**src/part_pkg.sv**
```systemverilog
// package: register map, field positions and types for the pwm auto-reload timer
package part_pkg;
   // ************************************************************
   // register byte offsets
   // ************************************************************
   localparam logic [7:0] PART_OFF_CSR    = 8'h00; // timer_control_status_register
   localparam logic [7:0] PART_OFF_CAR    = 8'h04; // counter_access_register
   localparam logic [7:0] PART_OFF_ARR    = 8'h08; // auto_reload_value_register
   localparam logic [7:0] PART_OFF_OUTPUT_CONTROL_REGISTER  = 8'h0c; // output_control_register
   localparam logic [7:0] PART_OFF_DCR0   = 8'h10; // duty_cycle_register 0..3 at +4
   localparam logic [7:0] PART_OFF_ICCSR  = 8'h20; // capture_control_status_register
   localparam logic [7:0] PART_OFF_ICR0   = 8'h24; // capture_value_register 0
   localparam logic [7:0] PART_OFF_ICR1   = 8'h28; // capture_value_register 1
   localparam logic [7:0] PART_OFF_MODE   = 8'h2c; // halt mode control
   // ************************************************************
   // field positions
   // ************************************************************
   localparam int PART_CSR_EXTERNAL_CLOCK_SELECT = 7;
   localparam int PART_CSR_CC   = 4;
   localparam int PART_CSR_TCE  = 3;
   localparam int PART_CSR_FORCE_RELOAD_BIT = 2;
   localparam int PART_CSR_OIE  = 1;
   localparam int PART_CSR_OVF  = 0;
   localparam int PART_OUTPUT_CONTROL_REGISTER_OE = 4;   // oe in [7:4], polarity in [3:0]
   localparam int PART_IC_CF    = 4;   // cf in [5:4]
   localparam int PART_IC_CIE   = 2;   // cie in [3:2]
   localparam int PART_IC_CS    = 0;   // edge select in [1:0], 1 = rising
   // ************************************************************
   // reset values and bus answers
   // ************************************************************
   localparam logic [7:0] PART_RST_BYTE = 8'h00;
   localparam logic [6:0] PART_RST_PRE  = 7'h00;
   localparam logic [1:0] PART_RESP_OK  = 2'b00;
   localparam logic [1:0] PART_RESP_ERR = 2'b10;

   typedef struct packed {
      logic       external_clock_select;
      logic [2:0] cc;
      logic       counter_enable_bit;
      logic       force_reload_bit;
      logic       overflow_interrupt_enable;
      logic       ovf;
   } part_csr_t;
endpackage

```
**src/part_timer.sv**
```systemverilog
// module: pwm auto-reload timer with axi4-lite register slave
//
// Behaviour
// - counter increments on each prescaled tick
// - counter readable and writable while running
// - overflow reloads counter, prescaler untouched
// - prescaler divides by two to cc
// - prescaler input: cpu or external clock
// - enable clear freezes prescaler and counter
// - reset clears counter, prescaler, selects cpu
// - force reload written with tce set, or counter write, clears prescaler
// - four compare registers loaded at overflow
// - output enable drives pwm pin push-pull
// - pwm frequency is tick over 256-reload
// - overflow sets polarity, compare match restores
// - reload zero gives 1/256 resolution
// - pwm generation stops in halt
// - overflow sets sticky flag, optional interrupt
// - external events counted to overflow flag
// - capture edge latches counter, sets flag
// - capture locked until register read
// - capture interrupt pending while flag enabled
// - capture edges wake system from halt
`timescale 1ns/1ps
`default_nettype none
module part_timer
   import part_pkg::*;
#(
   parameter int CHANNELS = 4,
   parameter int CAPTURES = 2
) (
   input  wire logic                aclk,
   input  wire logic                aresetn,
   input  wire logic [7:0]          s_axi_awaddr,
   input  wire logic                s_axi_awvalid,
   output logic                     s_axi_awready,
   input  wire logic [31:0]         s_axi_wdata,
   input  wire logic [3:0]          s_axi_wstrb,
   input  wire logic                s_axi_wvalid,
   output logic                     s_axi_wready,
   output logic [1:0]               s_axi_bresp,
   output logic                     s_axi_bvalid,
   input  wire logic                s_axi_bready,
   input  wire logic [7:0]          s_axi_araddr,
   input  wire logic                s_axi_arvalid,
   output logic                     s_axi_arready,
   output logic [31:0]              s_axi_rdata,
   output logic [1:0]               s_axi_rresp,
   output logic                     s_axi_rvalid,
   input  wire logic                s_axi_rready,
   input  wire logic                ext_clock_in,
   input  wire logic [CAPTURES-1:0] capture_input_pin,
   output logic [CHANNELS-1:0]      modulated_output_pin,
   output logic [CHANNELS-1:0]      modulated_output_oe_n,
   output logic                     overflow_irq,
   output logic                     capture_irq,
   output logic                     halt_wakeup
);
   // ************************************************************
   // elaboration checks
   // ************************************************************
   if (CHANNELS != 4) begin : g_bad_ch
      $error("part_timer: CHANNELS must be 4");
   end
   if (CAPTURES != 2) begin : g_bad_cap
      $error("part_timer: CAPTURES must be 2");
   end

   // ************************************************************
   // state
   // ************************************************************
   part_csr_t  csr;
   logic [7:0] counter;
   logic [6:0] prescaler;
   logic [7:0] reload_value;
   logic [3:0] channel_output_enable;
   logic [3:0] channel_polarity_bit;
   logic [7:0] duty_cycle_register [4];
   logic [7:0] hidden_compare_value [4];
   logic [3:0] pwm_level;
   logic [1:0] capture_flag;
   logic [1:0] capture_interrupt_enable;
   logic [1:0] capture_edge_select;
   logic [7:0] capture_value [2];
   logic [1:0] cap_prev;
   logic       ext_prev;
   logic       halt_mode;

   // bus
   logic       aw_held;
   logic       w_held;
   logic [7:0] aw_addr;
   logic [31:0] w_data;
   logic [3:0] w_strb;
   logic       wr_fire;
   logic       rd_fire;

   // ************************************************************
   // axi4-lite write and read channels
   // ************************************************************
   assign s_axi_awready = !aw_held && !s_axi_bvalid;
   assign s_axi_wready  = !w_held && !s_axi_bvalid;
   assign wr_fire       = aw_held && w_held && !s_axi_bvalid;
   assign s_axi_arready = !s_axi_rvalid;
   assign rd_fire       = s_axi_arvalid && s_axi_arready;

   always_ff @(posedge aclk) begin
      if (!aresetn) begin
         aw_held <= 1'b0;
         aw_addr <= 8'h00;
      end else if (s_axi_awvalid && s_axi_awready) begin
         aw_held <= 1'b1;
         aw_addr <= s_axi_awaddr;
      end else if (wr_fire) begin
         aw_held <= 1'b0;
      end
   end

   always_ff @(posedge aclk) begin
      if (!aresetn) begin
         w_held <= 1'b0;
         w_data <= 32'h0000_0000;
         w_strb <= 4'h0;
      end else if (s_axi_wvalid && s_axi_wready) begin
         w_held <= 1'b1;
         w_data <= s_axi_wdata;
         w_strb <= s_axi_wstrb;
      end else if (wr_fire) begin
         w_held <= 1'b0;
      end
   end

   logic wr_hit;
   always_comb begin
      wr_hit = 1'b0;
      case (aw_addr)
         PART_OFF_CSR, PART_OFF_CAR, PART_OFF_ARR, PART_OFF_OUTPUT_CONTROL_REGISTER,
         PART_OFF_ICCSR, PART_OFF_MODE,
         PART_OFF_DCR0, PART_OFF_DCR0 + 8'h04, PART_OFF_DCR0 + 8'h08,
         PART_OFF_DCR0 + 8'h0c, PART_OFF_ICR0, PART_OFF_ICR1: wr_hit = 1'b1;
         default: wr_hit = 1'b0;
      endcase
   end

   always_ff @(posedge aclk) begin
      if (!aresetn) begin
         s_axi_bvalid <= 1'b0;
         s_axi_bresp  <= PART_RESP_OK;
      end else if (wr_fire) begin
         s_axi_bvalid <= 1'b1;
         s_axi_bresp  <= wr_hit ? PART_RESP_OK : PART_RESP_ERR;
      end else if (s_axi_bready) begin
         s_axi_bvalid <= 1'b0;
      end
   end

   // only lane 0 carries data; a write with wstrb[0] low stores nothing
   logic       wr_en;
   logic [7:0] wb;
   assign wr_en = wr_fire && w_strb[0];
   assign wb    = w_data[7:0];

   logic [7:0] next_rdata;
   logic       rd_hit;
   always_comb begin
      next_rdata = 8'h00;
      rd_hit     = 1'b1;
      case (s_axi_araddr)
         PART_OFF_CSR:   next_rdata = csr;
         PART_OFF_CAR:   next_rdata = counter;
         PART_OFF_ARR:   next_rdata = reload_value;
         PART_OFF_OUTPUT_CONTROL_REGISTER: next_rdata = {channel_output_enable, channel_polarity_bit};
         PART_OFF_DCR0:  next_rdata = duty_cycle_register[0];
         PART_OFF_DCR0 + 8'h04: next_rdata = duty_cycle_register[1];
         PART_OFF_DCR0 + 8'h08: next_rdata = duty_cycle_register[2];
         PART_OFF_DCR0 + 8'h0c: next_rdata = duty_cycle_register[3];
         PART_OFF_ICCSR: next_rdata = {2'b00, capture_flag, capture_interrupt_enable,
                                       capture_edge_select};
         PART_OFF_ICR0:  next_rdata = capture_value[0];
         PART_OFF_ICR1:  next_rdata = capture_value[1];
         PART_OFF_MODE:  next_rdata = {7'h00, halt_mode};
         default:        rd_hit = 1'b0;
      endcase
   end

   always_ff @(posedge aclk) begin
      if (!aresetn) begin
         s_axi_rvalid <= 1'b0;
         s_axi_rdata  <= 32'h0000_0000;
         s_axi_rresp  <= PART_RESP_OK;
      end else if (rd_fire) begin
         s_axi_rvalid <= 1'b1;
         s_axi_rdata  <= {24'h000000, next_rdata};
         s_axi_rresp  <= rd_hit ? PART_RESP_OK : PART_RESP_ERR;
      end else if (s_axi_rready) begin
         s_axi_rvalid <= 1'b0;
      end
   end

   // ************************************************************
   // prescaler and counter
   // ************************************************************
   logic       input_tick;
   logic       count_tick;
   logic       overflow;
   logic       car_write;
   logic       force_load;
   logic [6:0] next_prescaler;

   // external clock is sampled; a rising edge is one input tick
   always_ff @(posedge aclk) begin
      if (!aresetn) begin
         ext_prev <= 1'b0;
      end else begin
         ext_prev <= ext_clock_in;
      end
   end

   // external clock does not run in halt
   assign input_tick = csr.external_clock_select ? (ext_clock_in && !ext_prev && !halt_mode)
                                : 1'b1;
   assign next_prescaler = prescaler + 7'h01;
   // tap n fires when the low n bits roll over; tap 0 passes every tick
   assign count_tick = csr.counter_enable_bit && input_tick &&
                       ((prescaler & ((7'h01 << csr.cc) - 7'h01)) ==
                        ((7'h01 << csr.cc) - 7'h01));
   assign overflow   = count_tick && (counter == 8'hff);
   assign car_write  = wr_en && aw_addr == PART_OFF_CAR;
   assign force_load = wr_en && aw_addr == PART_OFF_CSR && wb[PART_CSR_FORCE_RELOAD_BIT]
                       && wb[PART_CSR_TCE];

   always_ff @(posedge aclk) begin
      if (!aresetn) begin
         prescaler <= PART_RST_PRE;
      end else if (car_write || force_load) begin
         prescaler <= PART_RST_PRE;
      end else if (csr.counter_enable_bit && input_tick) begin
         prescaler <= next_prescaler;
      end
   end

   always_ff @(posedge aclk) begin
      if (!aresetn) begin
         counter <= PART_RST_BYTE;
      end else if (car_write) begin
         counter <= wb;
      end else if (force_load) begin
         counter <= reload_value;
      end else if (overflow) begin
         counter <= reload_value;
      end else if (count_tick) begin
         counter <= counter + 8'h01;
      end
   end

   // ************************************************************
   // control registers
   // ************************************************************
   always_ff @(posedge aclk) begin
      if (!aresetn) begin
         csr <= '0;
      end else begin
         if (wr_en && aw_addr == PART_OFF_CSR) begin
            csr.external_clock_select <= wb[PART_CSR_EXTERNAL_CLOCK_SELECT];
            csr.cc   <= wb[PART_CSR_CC +: 3];
            csr.counter_enable_bit  <= wb[PART_CSR_TCE];
            csr.overflow_interrupt_enable  <= wb[PART_CSR_OIE];
         end
         // force reload acts once and reads back as zero
         csr.force_reload_bit <= 1'b0;
         // set wins over a software clear in the same cycle
         if (overflow) begin
            csr.ovf <= 1'b1;
         end else if (wr_en && aw_addr == PART_OFF_CSR && !wb[PART_CSR_OVF]) begin
            csr.ovf <= 1'b0;
         end
      end
   end

   always_ff @(posedge aclk) begin
      if (!aresetn) begin
         reload_value          <= PART_RST_BYTE;
         channel_output_enable <= 4'h0;
         channel_polarity_bit  <= 4'h0;
         halt_mode             <= 1'b0;
         for (int i = 0; i < 4; i++) begin
            duty_cycle_register[i] <= PART_RST_BYTE;
         end
      end else if (wr_en) begin
         if (aw_addr == PART_OFF_ARR) begin
            reload_value <= wb;
         end
         if (aw_addr == PART_OFF_OUTPUT_CONTROL_REGISTER) begin
            channel_output_enable <= wb[PART_OUTPUT_CONTROL_REGISTER_OE +: 4];
            channel_polarity_bit  <= wb[3:0];
         end
         if (aw_addr == PART_OFF_MODE) begin
            halt_mode <= wb[0];
         end
         for (int i = 0; i < 4; i++) begin
            if (aw_addr == PART_OFF_DCR0 + 8'(4 * i)) begin
               duty_cycle_register[i] <= wb;
            end
         end
      end
   end

   // ************************************************************
   // pwm channels
   // ************************************************************
   always_ff @(posedge aclk) begin
      if (!aresetn) begin
         for (int i = 0; i < 4; i++) begin
            hidden_compare_value[i] <= PART_RST_BYTE;
         end
         pwm_level <= 4'h0;
      end else if (!halt_mode) begin
         for (int i = 0; i < 4; i++) begin
            if (overflow) begin
               hidden_compare_value[i] <= duty_cycle_register[i];
               pwm_level[i]            <= channel_polarity_bit[i];
            end else if (count_tick && counter + 8'h01 == hidden_compare_value[i]) begin
               // match on the value just reached; compare at or below reload never hits
               pwm_level[i] <= !channel_polarity_bit[i];
            end
         end
      end
   end

   always_comb begin
      for (int i = 0; i < 4; i++) begin
         modulated_output_pin[i]  = channel_output_enable[i] && pwm_level[i];
         modulated_output_oe_n[i] = !channel_output_enable[i];
      end
   end

   // ************************************************************
   // input capture
   // ************************************************************
   always_ff @(posedge aclk) begin
      if (!aresetn) begin
         cap_prev <= 2'b00;
      end else begin
         cap_prev <= capture_input_pin;
      end
   end

   logic [1:0] cap_edge;
   logic [1:0] cap_read;
   always_comb begin
      for (int i = 0; i < 2; i++) begin
         cap_edge[i] = capture_edge_select[i] ? (capture_input_pin[i] && !cap_prev[i])
                                              : (!capture_input_pin[i] && cap_prev[i]);
      end
      cap_read[0] = rd_fire && s_axi_araddr == PART_OFF_ICR0;
      cap_read[1] = rd_fire && s_axi_araddr == PART_OFF_ICR1;
   end

   always_ff @(posedge aclk) begin
      if (!aresetn) begin
         capture_flag <= 2'b00;
         capture_value[0] <= PART_RST_BYTE;
         capture_value[1] <= PART_RST_BYTE;
      end else begin
         for (int i = 0; i < 2; i++) begin
            // a new edge while the flag stands is dropped until the read
            if (cap_edge[i] && (!capture_flag[i] || cap_read[i])) begin
               capture_value[i] <= counter;
               capture_flag[i]  <= 1'b1;
            end else if (cap_read[i]) begin
               capture_flag[i]  <= 1'b0;
            end
         end
      end
   end

   always_ff @(posedge aclk) begin
      if (!aresetn) begin
         capture_interrupt_enable <= 2'b00;
         capture_edge_select      <= 2'b00;
      end else if (wr_en && aw_addr == PART_OFF_ICCSR) begin
         capture_interrupt_enable <= wb[PART_IC_CIE +: 2];
         capture_edge_select      <= wb[PART_IC_CS +: 2];
      end
   end

   // ************************************************************
   // requests
   // ************************************************************
   assign overflow_irq = csr.ovf && csr.overflow_interrupt_enable;
   assign capture_irq  = |(capture_flag & capture_interrupt_enable);
   assign halt_wakeup  = halt_mode && capture_irq;
endmodule // part_timer
`default_nettype wire

```
**config.mk**
```make
export PLATFORM = sky130hd
export DESIGN_NAME = part_timer
export DESIGN_NICKNAME = d
export VERILOG_FILES = /design/src/part_pkg.sv /design/src/part_timer.sv
export SDC_FILE = /design/constraint.sdc
export NUM_CORES = 1
export LEC_CHECK = 0
export ABC_AREA = 1
export BUFFER_PORTS_ARGS = -buffer_cell sky130_fd_sc_hd__buf_2
export CELL_PAD_IN_SITES_DETAIL_PLACEMENT = 0
export CELL_PAD_IN_SITES_GLOBAL_PLACEMENT = 1
export CORE_ASPECT_RATIO = 0.6
export CORE_MARGIN = 2
export CORE_UTILIZATION = 42
export CTS_CLUSTER_SIZE = 28
export DETAILED_ROUTE_END_ITERATION = 8
export PLACE_DENSITY = 0.83
export SKIP_CTS_REPAIR_TIMING = 1
export SYNTH_ARGS = -nofsm -noshare
export SYNTH_HDL_FRONTEND = slang
export SYNTH_SLANG_ARGS = --single-unit
export TNS_END_PERCENT = 100
```
**constraint.sdc**
```tcl
create_clock -name aclk -period 2.79 [get_ports aclk]
set_input_delay 0.6975 -clock aclk [delete_from_list [all_inputs] [get_ports aclk]]
set_output_delay 0.6975 -clock aclk [all_outputs]
set_load 0.01 [all_outputs]
```
**After elaboration in Yosys (flattened, before gate mapping)**

Memories as Yosys holds them, arrays and structs flattened.
Cells that the tools add are included.

- Add/subtract/negate cells: 3
- Order comparisons: 0
- Reductions and logical operators: 86
- Shifts and indexed selects: 1
- Div/mod/pow operators: 0
- Mux-type cells: 70
- Bitwise logic cells: 14
- $mul: 0
- Equal/unequal tests: 28

Operators by type and width:

| kind | count |
|---|---|
| $mux W8 | 14 |
| $pmux W8 S12 | 1 |
| $eq A8 B5 Y1 const B | 8 |
| $eq A8 B6 Y1 const B | 8 |
| $mux W1 | 53 |
| $logic_and A1 B1 Y1 | 37 |
| $eq A8 B4 Y1 const B | 4 |
| $eq A8 B8 Y1 | 4 |
| $reduce_or A12 Y1 | 2 |
| $reduce_bool A2 Y1 | 11 |
| $logic_not A1 Y1 | 21 |
| $eq A8 B3 Y1 const B | 2 |
| $logic_not A8 Y1 | 2 |
| $reduce_and A2 Y1 | 7 |
| $or A1 B1 Y1 | 10 |
| $add A8 B1 Y8 const B | 1 |
| $eq A8 B8 Y1 const B | 1 |
| $add A7 B1 Y7 const B | 1 |
| $and A7 B7 Y7 | 1 |
| $eq A7 B7 Y1 | 1 |
| $shl A1 B3 Y7 const A | 1 |
| $sub A7 B1 Y7 const B | 1 |
| $mux W2 | 2 |
| $reduce_bool A4 Y1 | 1 |
| other kinds (4) | 8 |

- Latch bits: 0
- ROM bits: 0
- Output and inout bits: 52
- Logic and storage cells: 237
- Memory bits (writable): 80
- Memories kept: 3
- Flip-flop bits (word level): 86
- Input bits: 62

Memory list:

| memory | words | bits a word | read ports | clocked after Yosys merged registers in | write ports | RTL line | source |
|---|---|---|---|---|---|---|---|
| duty_cycle_register | 4 | 8 | 4 | 0 | 4 | part_timer.sv:78 | `logic [7:0] duty_cycle_register [4];` |
| hidden_compare_value | 4 | 8 | 4 | 0 | 4 | part_timer.sv:79 | `logic [7:0] hidden_compare_value [4];` |
| capture_value | 2 | 8 | 2 | 0 | 2 | part_timer.sv:84 | `logic [7:0] capture_value [2];` |

**Depth between registers and ports, before layout**

Gate-level depths: netlist of run 1.

- Depth after elaboration: 12
- Mapped depth: 14
- Mapped depth without buffers: 14

**Worst setup path after synthesis of run 1**

OpenSTA, ideal clock, no wires.

- Kind: in2reg
- From: in aresetn
- To: mem hidden_compare_value[0][0], enable pin
- Stages on the path: 4
- Setup time: 478 ps
- Setup slack: 229 ps
- Arrival: 2083 ps
- Cells stage by stage: clkbuf_1 > clkbuf_1 > clkbuf_1 > nand2_1

RTL lines:

| what | RTL line | source |
|---|---|---|
| from (decl) | part_timer.sv:33 | `input wire logic aresetn,` |
| to (decl) | part_timer.sv:79 |  |

**Worst setup path in the final report of run 1**

- From: reg capture_interrupt_enable[0]
- To: out halt_wakeup

- Longest elaborated chain between the ends: 3

RTL lines:

| what | RTL line | source |
|---|---|---|
| from (decl) | part_timer.sv:82 | `logic [1:0] capture_interrupt_enable;` |
| from (signal assigned) | part_timer.sv:382 | `capture_interrupt_enable <= wb[PART_IC_CIE +: 2];` |
| $and A2 B2 Y2 | part_timer.sv:391 | `assign capture_irq = \|(capture_flag & capture_interrupt_enable);` |
| $reduce_or A2 Y1 | part_timer.sv:391 |  |
| $logic_and A1 B1 Y1 | part_timer.sv:392 | `assign halt_wakeup = halt_mode && capture_irq;` |
| to (decl) | part_timer.sv:57 | `output logic halt_wakeup` |

Every way passes these cells.

==> out/results.tsv, run 1 <==
stage	metric	value	unit
status	status	finished, final reports clean	
setup_path	kind of start point of the critical path	register	
cts	Bufs on Longest Clock Path	2	
grt	global-route wire length before repair	36200	um
power	Max IR drop VDD	0.433	mV
timing	RSZ-0062 raised after global routing	no	
setup_path	Register-to-Register Path Depth	8	
floorplanning	DIE HEIGHT	112	um
route	highest metal used	met4	
timing	Worst Slack Setup Final	0.366	ns
route	DRC errors left	0	
floorplanning	Die Area	20500	sq um
setup_path	CP endpoint kind	output pin	
grt	pin count of the biggest net entering global routing	33	
finish	NumNets Final	1181	
timing	crit path time final	2.42	ns
power	Logic pwr share	0.065	
floorplanning	boundary pin count	114	
power	Sw Share	0.260	
floorplanning	Initial Utilization	0.428	
timing	Worst slew margin	0.227	
timing	Clock Skews	0.0134	ns
finish	diode count	0	
route	Total Wirelength	23700	um
floorplanning	core area	19000	sq um
route	WL met3	2640	um
synthesis	Yosys reg bits	163	
power	power consumption	5.23	mW
grt	GRT Total Usage	0.236	
setup_path	arrival time worst endpoint	1.73	ns
cts	Num CTS Buffers	17	
synthesis	Cells after Synth	1041	
synthesis	Avg Cell Area, Syn	7.81	sq um
finish	most common cell after layout, fill and taps aside	nand2_1	
cts	CTS clk-pin slew, worst paths	0.07	ns
route	DR vias/cell	5.15	
timing	fmax	413	MHz
cts	CTS tree	yes	
finish	layout cells sized above 1	0.127	
worst_hold_path	Hold Path End	aw_addr[1]$_SDFFE_PN0P_	
grt	total congestion overflow	0	
route	vias post-DR	7082	
route	Detailed Routing Iterations Pass 1	5	
finish	most frequent cells in the layout	nand2_1 (209), nor2_1 (179), inv_1 (129), dfxtp_1 (83), edfxtp_1 (80)	
timing	Final Cycle Share	0.869	
grt	initial antenna violation count	0	
setup_path	WP data required	2.09	ns
cts	Clock Tree Root	clkbuf_16	
power	Sw Pwr	1.36	mW
route	WL/cell	17.2	um
power	sequential power share	0.502	
finish	area grow syn2layout	14.0	%
setup_path	r2r startpoint	counter[1]$_SDFFE_PN0P_	
route	WL met2	8690	um
synthesis	netlist area before placement	8130	sq um
setup_path	crit-path max FO	2	
route	Iteration-0 DRC Markers	878	
worst_hold_path	Min-Delay Path Class	reg2reg	
timing	fin. max-slew vios	0	
floorplanning	die width	184	um
floorplanning	FP Rows	39	
power	clock share of power	0.433	
grt	vias in the first global route	6313	
power	Int Pwr	3.87	mW
timing	Final TNS setup	0	ns
worst_hold_path	hold path depth	2	
timing	slew at the pin closest to its max-slew limit	1.15	ns
place	pre-CTS setup slack	0.207	ns
power	leakage power	3.92	nW
setup_path	R2R Path End	hidden_compare_value[0][3]$_SDFFCE_PN0P_	
timing	final hold viol count	0	
worst_hold_path	Hold Startpoint	aw_addr[1]$_SDFFE_PN0P_	
setup_path	Crit Path Class	reg2out	
cts	CTS sink cnt	163	
cts	H-tree Lvls	4	
route	Post-Route M1 WL	12000	um
synthesis	sequential-to-total area share from yosys stat	0.500	
synthesis	synth unique cells	42	
power	Cell Pwr Density	564	nW/um^2
cts	worst-skew pair later-pin latency	0.43	ns
setup_path	R2R setup slack	0.51	ns
flow_run	Max-Cap Viols	0	
place	GP Congestion	0.936	
place	port bufs	60	
timing	Setup violations, final	0	
place	dpl hpwl	18200	um
synthesis	number of warnings issued by yosys	0	
route	antenna-violating nets left	0	
sequential cells by signal, summed over array words and instances, names as in the netlist, 2 cells and up:
name,cells
duty_cycle_register,32
w_data,8
channel_output_enable,4
pwm_level,4
s_axi_rdata,8
prescaler,7
csr,7
reload_value,8
capture_flag,2
capture_value,16
cap_prev,2
capture_interrupt_enable,2
hidden_compare_value,32
aw_addr,8
capture_edge_select,2
counter,8
channel_polarity_bit,4
power by group through the flow:
stage / registers [mW] / logic (mW) / clock network [mW]
after floorplan: 2.67 / 0.231 / 0
after global placement: 2.67 / 0.331 / 0
after detailed placement: 2.67 / 0.335 / 0
after CTS: 2.62 / 0.337 / 2.26
after global routing: 2.63 / 0.376 / 2.36
final: 2.62 / 0.340 / 2.26
Yosys cell counts:
| master | n | area share |
|---|---|---|
| a211oi_1 | 8 | 0.0074 |
| a21boi_0 | 1 | 0.00092 |
| a21oi_1 | 66 | 0.041 |
| a311oi_1 | 1 | 0.0011 |
| a31o_2 | 1 | 0.0011 |
| a31oi_1 | 1 | 0.00077 |
| and2_2 | 1 | 0.00092 |
| buf_2 | 10 | 0.0062 |
| buf_4 | 26 | 0.024 |
| clkbuf_1 | 13 | 0.0060 |
| clkinv_1 | 9 | 0.0042 |
| conb_1 | 1 | 0.00046 |
| dfxtp_1 | 83 | 0.20 |
| edfxtp_1 | 80 | 0.30 |
| ha_1 | 2 | 0.0031 |
| inv_1 | 129 | 0.060 |
| inv_2 | 6 | 0.0028 |
| inv_4 | 1 | 0.00077 |
| nand2_1 | 209 | 0.097 |
| nand2_2 | 1 | 0.00077 |
| nand2_4 | 2 | 0.0028 |
| nand3_1 | 64 | 0.039 |
| nand3_2 | 3 | 0.0037 |
| nand3_4 | 2 | 0.0043 |
| nand3b_1 | 17 | 0.016 |
| nand3b_4 | 2 | 0.0049 |
| nand4_1 | 8 | 0.0062 |
| nand4_2 | 1 | 0.0015 |
| nor2_1 | 179 | 0.083 |
| nor2_2 | 3 | 0.0023 |
| nor2_4 | 4 | 0.0055 |
| nor3_1 | 9 | 0.0055 |
| nor3_2 | 1 | 0.0012 |
| nor4_1 | 2 | 0.0015 |
| o21a_1 | 1 | 0.00092 |
| o21ai_0 | 67 | 0.041 |
| o21ai_1 | 2 | 0.0012 |
| o21ai_2 | 2 | 0.0022 |
| o22ai_1 | 14 | 0.011 |
| or2_2 | 1 | 0.00077 |
| xnor2_1 | 4 | 0.0043 |
| xor2_1 | 4 | 0.0043 |
final cells by class:
class                      instances  area [sq um]
tap                              246           308
timing repair buffer              81           470
inverter                         145           547
fill                            1861          9710
clock inverter                    13           118
clock buffer                      19           443
sequential                       163          4060
multi-input combinational        709          3320
worst max-delay path by stage:
stage                                             startpoint                                        to  cells past startpoint
global route                                 s_axi_araddr[7]            capture_value[0][15]$_DFFE_PP_                     10
global placement                             s_axi_araddr[1]            capture_value[0][14]$_DFFE_PP_                      8
CTS                 capture_interrupt_enable[0]$_SDFFE_PN0P_                               halt_wakeup                      5
floorplan                                            aresetn  hidden_compare_value[0][0]$_SDFFCE_PN0P_                      4
detailed placement                           s_axi_araddr[7]             capture_value[0][7]$_DFFE_PP_                     10
finish              capture_interrupt_enable[0]$_SDFFE_PN0P_                               halt_wakeup                      5
critical path, stage by stage, from the launching register on:
cell     delay, ns
dfxtp_1       0.39
inv_1         0.11
o22ai_1       0.30
inv_1         0.07
nor2_1        0.24
buf_2         0.19
metal layers:
layer,vias to the layer above,track usage
met1,3229,0.391
met2,334,0.296
met5,-,0
li1,3486,-
met4,0,0.0640
met3,33,0.0500
through the flow:
stage | instances | cell area, sq um | hold WS [ns] | utilization
after floorplan | 1066 | 8220 | 0.429 | -
after global placement | 1344 | 8710 | 0.442 | 0.459
after detailed placement | 1344 | 8710 | 0.447 | 0.459
after CTS | 1376 | 9270 | 0.457 | 0.488
after global routing | 1376 | 9270 | 0.474 | 0.488
final | 1376 | 9270 | 0.458 | 0.488
cell families (layout without fill, tap and decap cells):
logic type | Yosys count | after routing | synth area share
adders and majority gates | 2 | 2 | 0.00308
AOI/OAI and AO/OA | 164 | 164 | 0.108
other | 1 | 26 | 0.000461
and+or+nand+nor | 509 | 509 | 0.276
DFF | 163 | 163 | 0.500
xor gates and xnor gates | 8 | 8 | 0.00862
buffers and inverters | 194 | 258 | 0.103
(Power assumes the default switching activity.)
==> inputs of run 2 (changes only) <==
--- a/config.mk
+++ b/config.mk
@@ -14,7 +14,7 @@
 export CORE_UTILIZATION = 42
 export CTS_CLUSTER_SIZE = 28
 export DETAILED_ROUTE_END_ITERATION = 8
-export PLACE_DENSITY = 0.83
+export PLACE_DENSITY = 0.8
 export SKIP_CTS_REPAIR_TIMING = 1
 export SYNTH_ARGS = -nofsm -noshare
 export SYNTH_HDL_FRONTEND = slang
==> run 2 against run 1 <==
Against the previous run: fmax rose by 2.3%; combinational power is 1% lower; cell area grew 0.36%; routed wire length increased by 0.44%; first-iteration DRC count shrank 18%; worst setup slack better by 0.054 ns; worst hold slack is essentially flat; critical path depth did not move; global-route usage rose by 0.43 points.
==> out/results.tsv, run 2 (synthesized netlist as in run 1, its figures left out) <==
stage	metric	value	unit	change
finish	layout cells sized above 1	0.126		-0.000662
route	WL met3	2430	um	-8.0%
route	highest metal used	met4		
route	Detailed Routing Iterations Pass 1	5		unchanged
place	port bufs	60		unchanged
cts	CTS tree	yes		
setup_path	kind of start point of the critical path	register		
cts	H-tree Lvls	4		unchanged
timing	Clock Skews	0.0109	ns	-0.00253 ns
floorplanning	boundary pin count	114		unchanged
setup_path	Crit Path Class	reg2out		
setup_path	CP endpoint kind	output pin		
floorplanning	Die Area	20500	sq um	unchanged
cts	worst-skew pair later-pin latency	0.43	ns	about the same
timing	Setup violations, final	0		unchanged
floorplanning	Initial Utilization	0.428		unchanged
cts	Bufs on Longest Clock Path	2		unchanged
timing	Worst slew margin	0.214		-0.0127
cts	CTS clk-pin slew, worst paths	0.07	ns	about the same
route	vias post-DR	7016		-0.93%
grt	vias in the first global route	6244		-1.1%
finish	Top Registers	duty_cycle_register (32), hidden_compare_value (32), capture_value (16)		
grt	global-route wire length before repair	36600	um	+1.2%
worst_hold_path	Min-Delay Path Class	reg2reg		
status	status	finished, final reports clean		
setup_path	Register-to-Register Path Depth	8		unchanged
timing	crit path time final	2.37	ns	-0.0537 ns
floorplanning	die width	184	um	unchanged
route	Post-Route M1 WL	12400	um	+3.6%
finish	diode count	0		unchanged
finish	most frequent cells in the layout	nand2_1 (209), nor2_1 (179), inv_1 (129), dfxtp_1 (83), edfxtp_1 (80)		
route	WL/cell	17.3	um	+0.58%
grt	GRT Total Usage	0.240		+0.00433
place	# placed instances	1342		-0.15%
cts	CTS sink cnt	163		unchanged
route	Iteration-0 DRC Markers	721		-18%
finish	NumNets Final	1179		-0.17%
setup_path	crit-path max FO	3		+1
place	Cell Area, Placed	8700	sq um	about the same
floorplanning	core area	19000	sq um	unchanged
power	Max IR drop VDD	0.401	mV	-7.4%
place	dpl hpwl	18200	um	about the same
setup_path	arrival time worst endpoint	1.67	ns	-0.06 ns
setup_path	WP data required	2.09	ns	about the same
finish	most common cell after layout, fill and taps aside	nand2_1		
timing	Hold Slack	0.458	ns	-0.000227 ns
power	Cell Pwr Density	573	nW/um^2	+1.5%
route	DRC errors left	0		unchanged
timing	final hold viol count	0		unchanged
timing	slew at the pin closest to its max-slew limit	1.17	ns	+0.0189 ns
finish	final std cells w/o fill	1374		-0.15%
timing	Final Cycle Share	0.850		-0.0193
cts	Clock Tree Root	clkbuf_16		
timing	fin. max-slew vios	0		unchanged
flow_run	Max-Cap Viols	0		unchanged
grt	initial antenna violation count	0		unchanged
place	GP Congestion	0.911		-2.6%
timing	Final TNS setup	0	ns	unchanged
timing	fmax	422	MHz	+2.3%
floorplanning	DIE HEIGHT	112	um	unchanged
grt	total congestion overflow	0		unchanged
power	leakage power	3.94	nW	+0.38%
finish	Final Instance Area	9300	sq um	+0.36%
route	Total Wirelength	23800	um	+0.44%
worst_hold_path	hold path depth	2		unchanged
timing	RSZ-0062 raised after global routing	no		
finish	area grow syn2layout	14.4	%	
route	WL met2	8750	um	+0.68%
route	DR vias/cell	5.11		-0.79%
cts	Num CTS Buffers	17		unchanged
route	antenna-violating nets left	0		unchanged
grt	pin count of the biggest net entering global routing	43		+30%
floorplanning	FP Rows	39		unchanged
-- run 2: changes by cell type in the layout (fill, tap and decap cells not counted), sizes merged --
cell and delta:
inv -1, clkinv +1, clkbuf +1, clkinvlp -1, buf -2
-- run 2: worst max-delay path, cell delays in order, from the launching register on --
cell,delay [ns]
dfxtp_1,0.39
inv_1,0.07
o22ai_1,0.31
inv_1,0.08
nor2_1,0.21
buf_2,0.19
-- run 2: worst paths after layout --
kind / startpoint / endpoint / slack (ns)
setup / recovery: capture_flag[1]$_SDFFE_PN0P_ / halt_wakeup / 0.42
hold / removal: aw_addr[1]$_SDFFE_PN0P_ / aw_addr[1]$_SDFFE_PN0P_ / 0.46
setup reg to reg: counter[1]$_SDFFE_PN0P_ / hidden_compare_value[3][0]$_SDFFCE_PN0P_ / 0.49
hold reg to reg: aw_addr[1]$_SDFFE_PN0P_ / aw_addr[1]$_SDFFE_PN0P_ / 0.46
-- run 2: layer usage --
layer | GRT usage | vias to the layer above
met5 | 0 | -
met4 | 0.0528 | 0
met3 | 0.0756 | 18
met2 | 0.302 | 292
met1 | 0.387 | 3211
li1 | - | 3495
-- run 2: metrics by stage --
| step | util | power [mW] | setup WS [ns] |
|---|---|---|---|
| after global placement | 0.459 | 3.00 | 0.207 |
| final | 0.490 | 5.33 | 0.420 |
| after floorplan | - | 2.90 | 0.229 |
| after global routing | 0.490 | 5.50 | 0.231 |
| after detailed placement | 0.459 | 3.01 | 0.168 |
| after CTS | 0.490 | 5.35 | 0.420 |
-- run 2: layout make-up --
type / instances / area, sq um
fillers: 1898 / 9680
flip-flops and latches: 163 / 4060
multi-input cells: 709 / 3320
inverters: 145 / 547
repair buffers: 79 / 468
well taps: 246 / 308
clock inverters: 12 / 108
clock buffers: 20 / 489
-- run 2: power by group --
part	total (mW)	internal [mW]	switching [mW]
Clock	2.37	1.30	1.06
Combinational	0.336	0.0894	0.246
Sequential	2.62	2.58	0.0426
Total	5.33	3.97	1.35
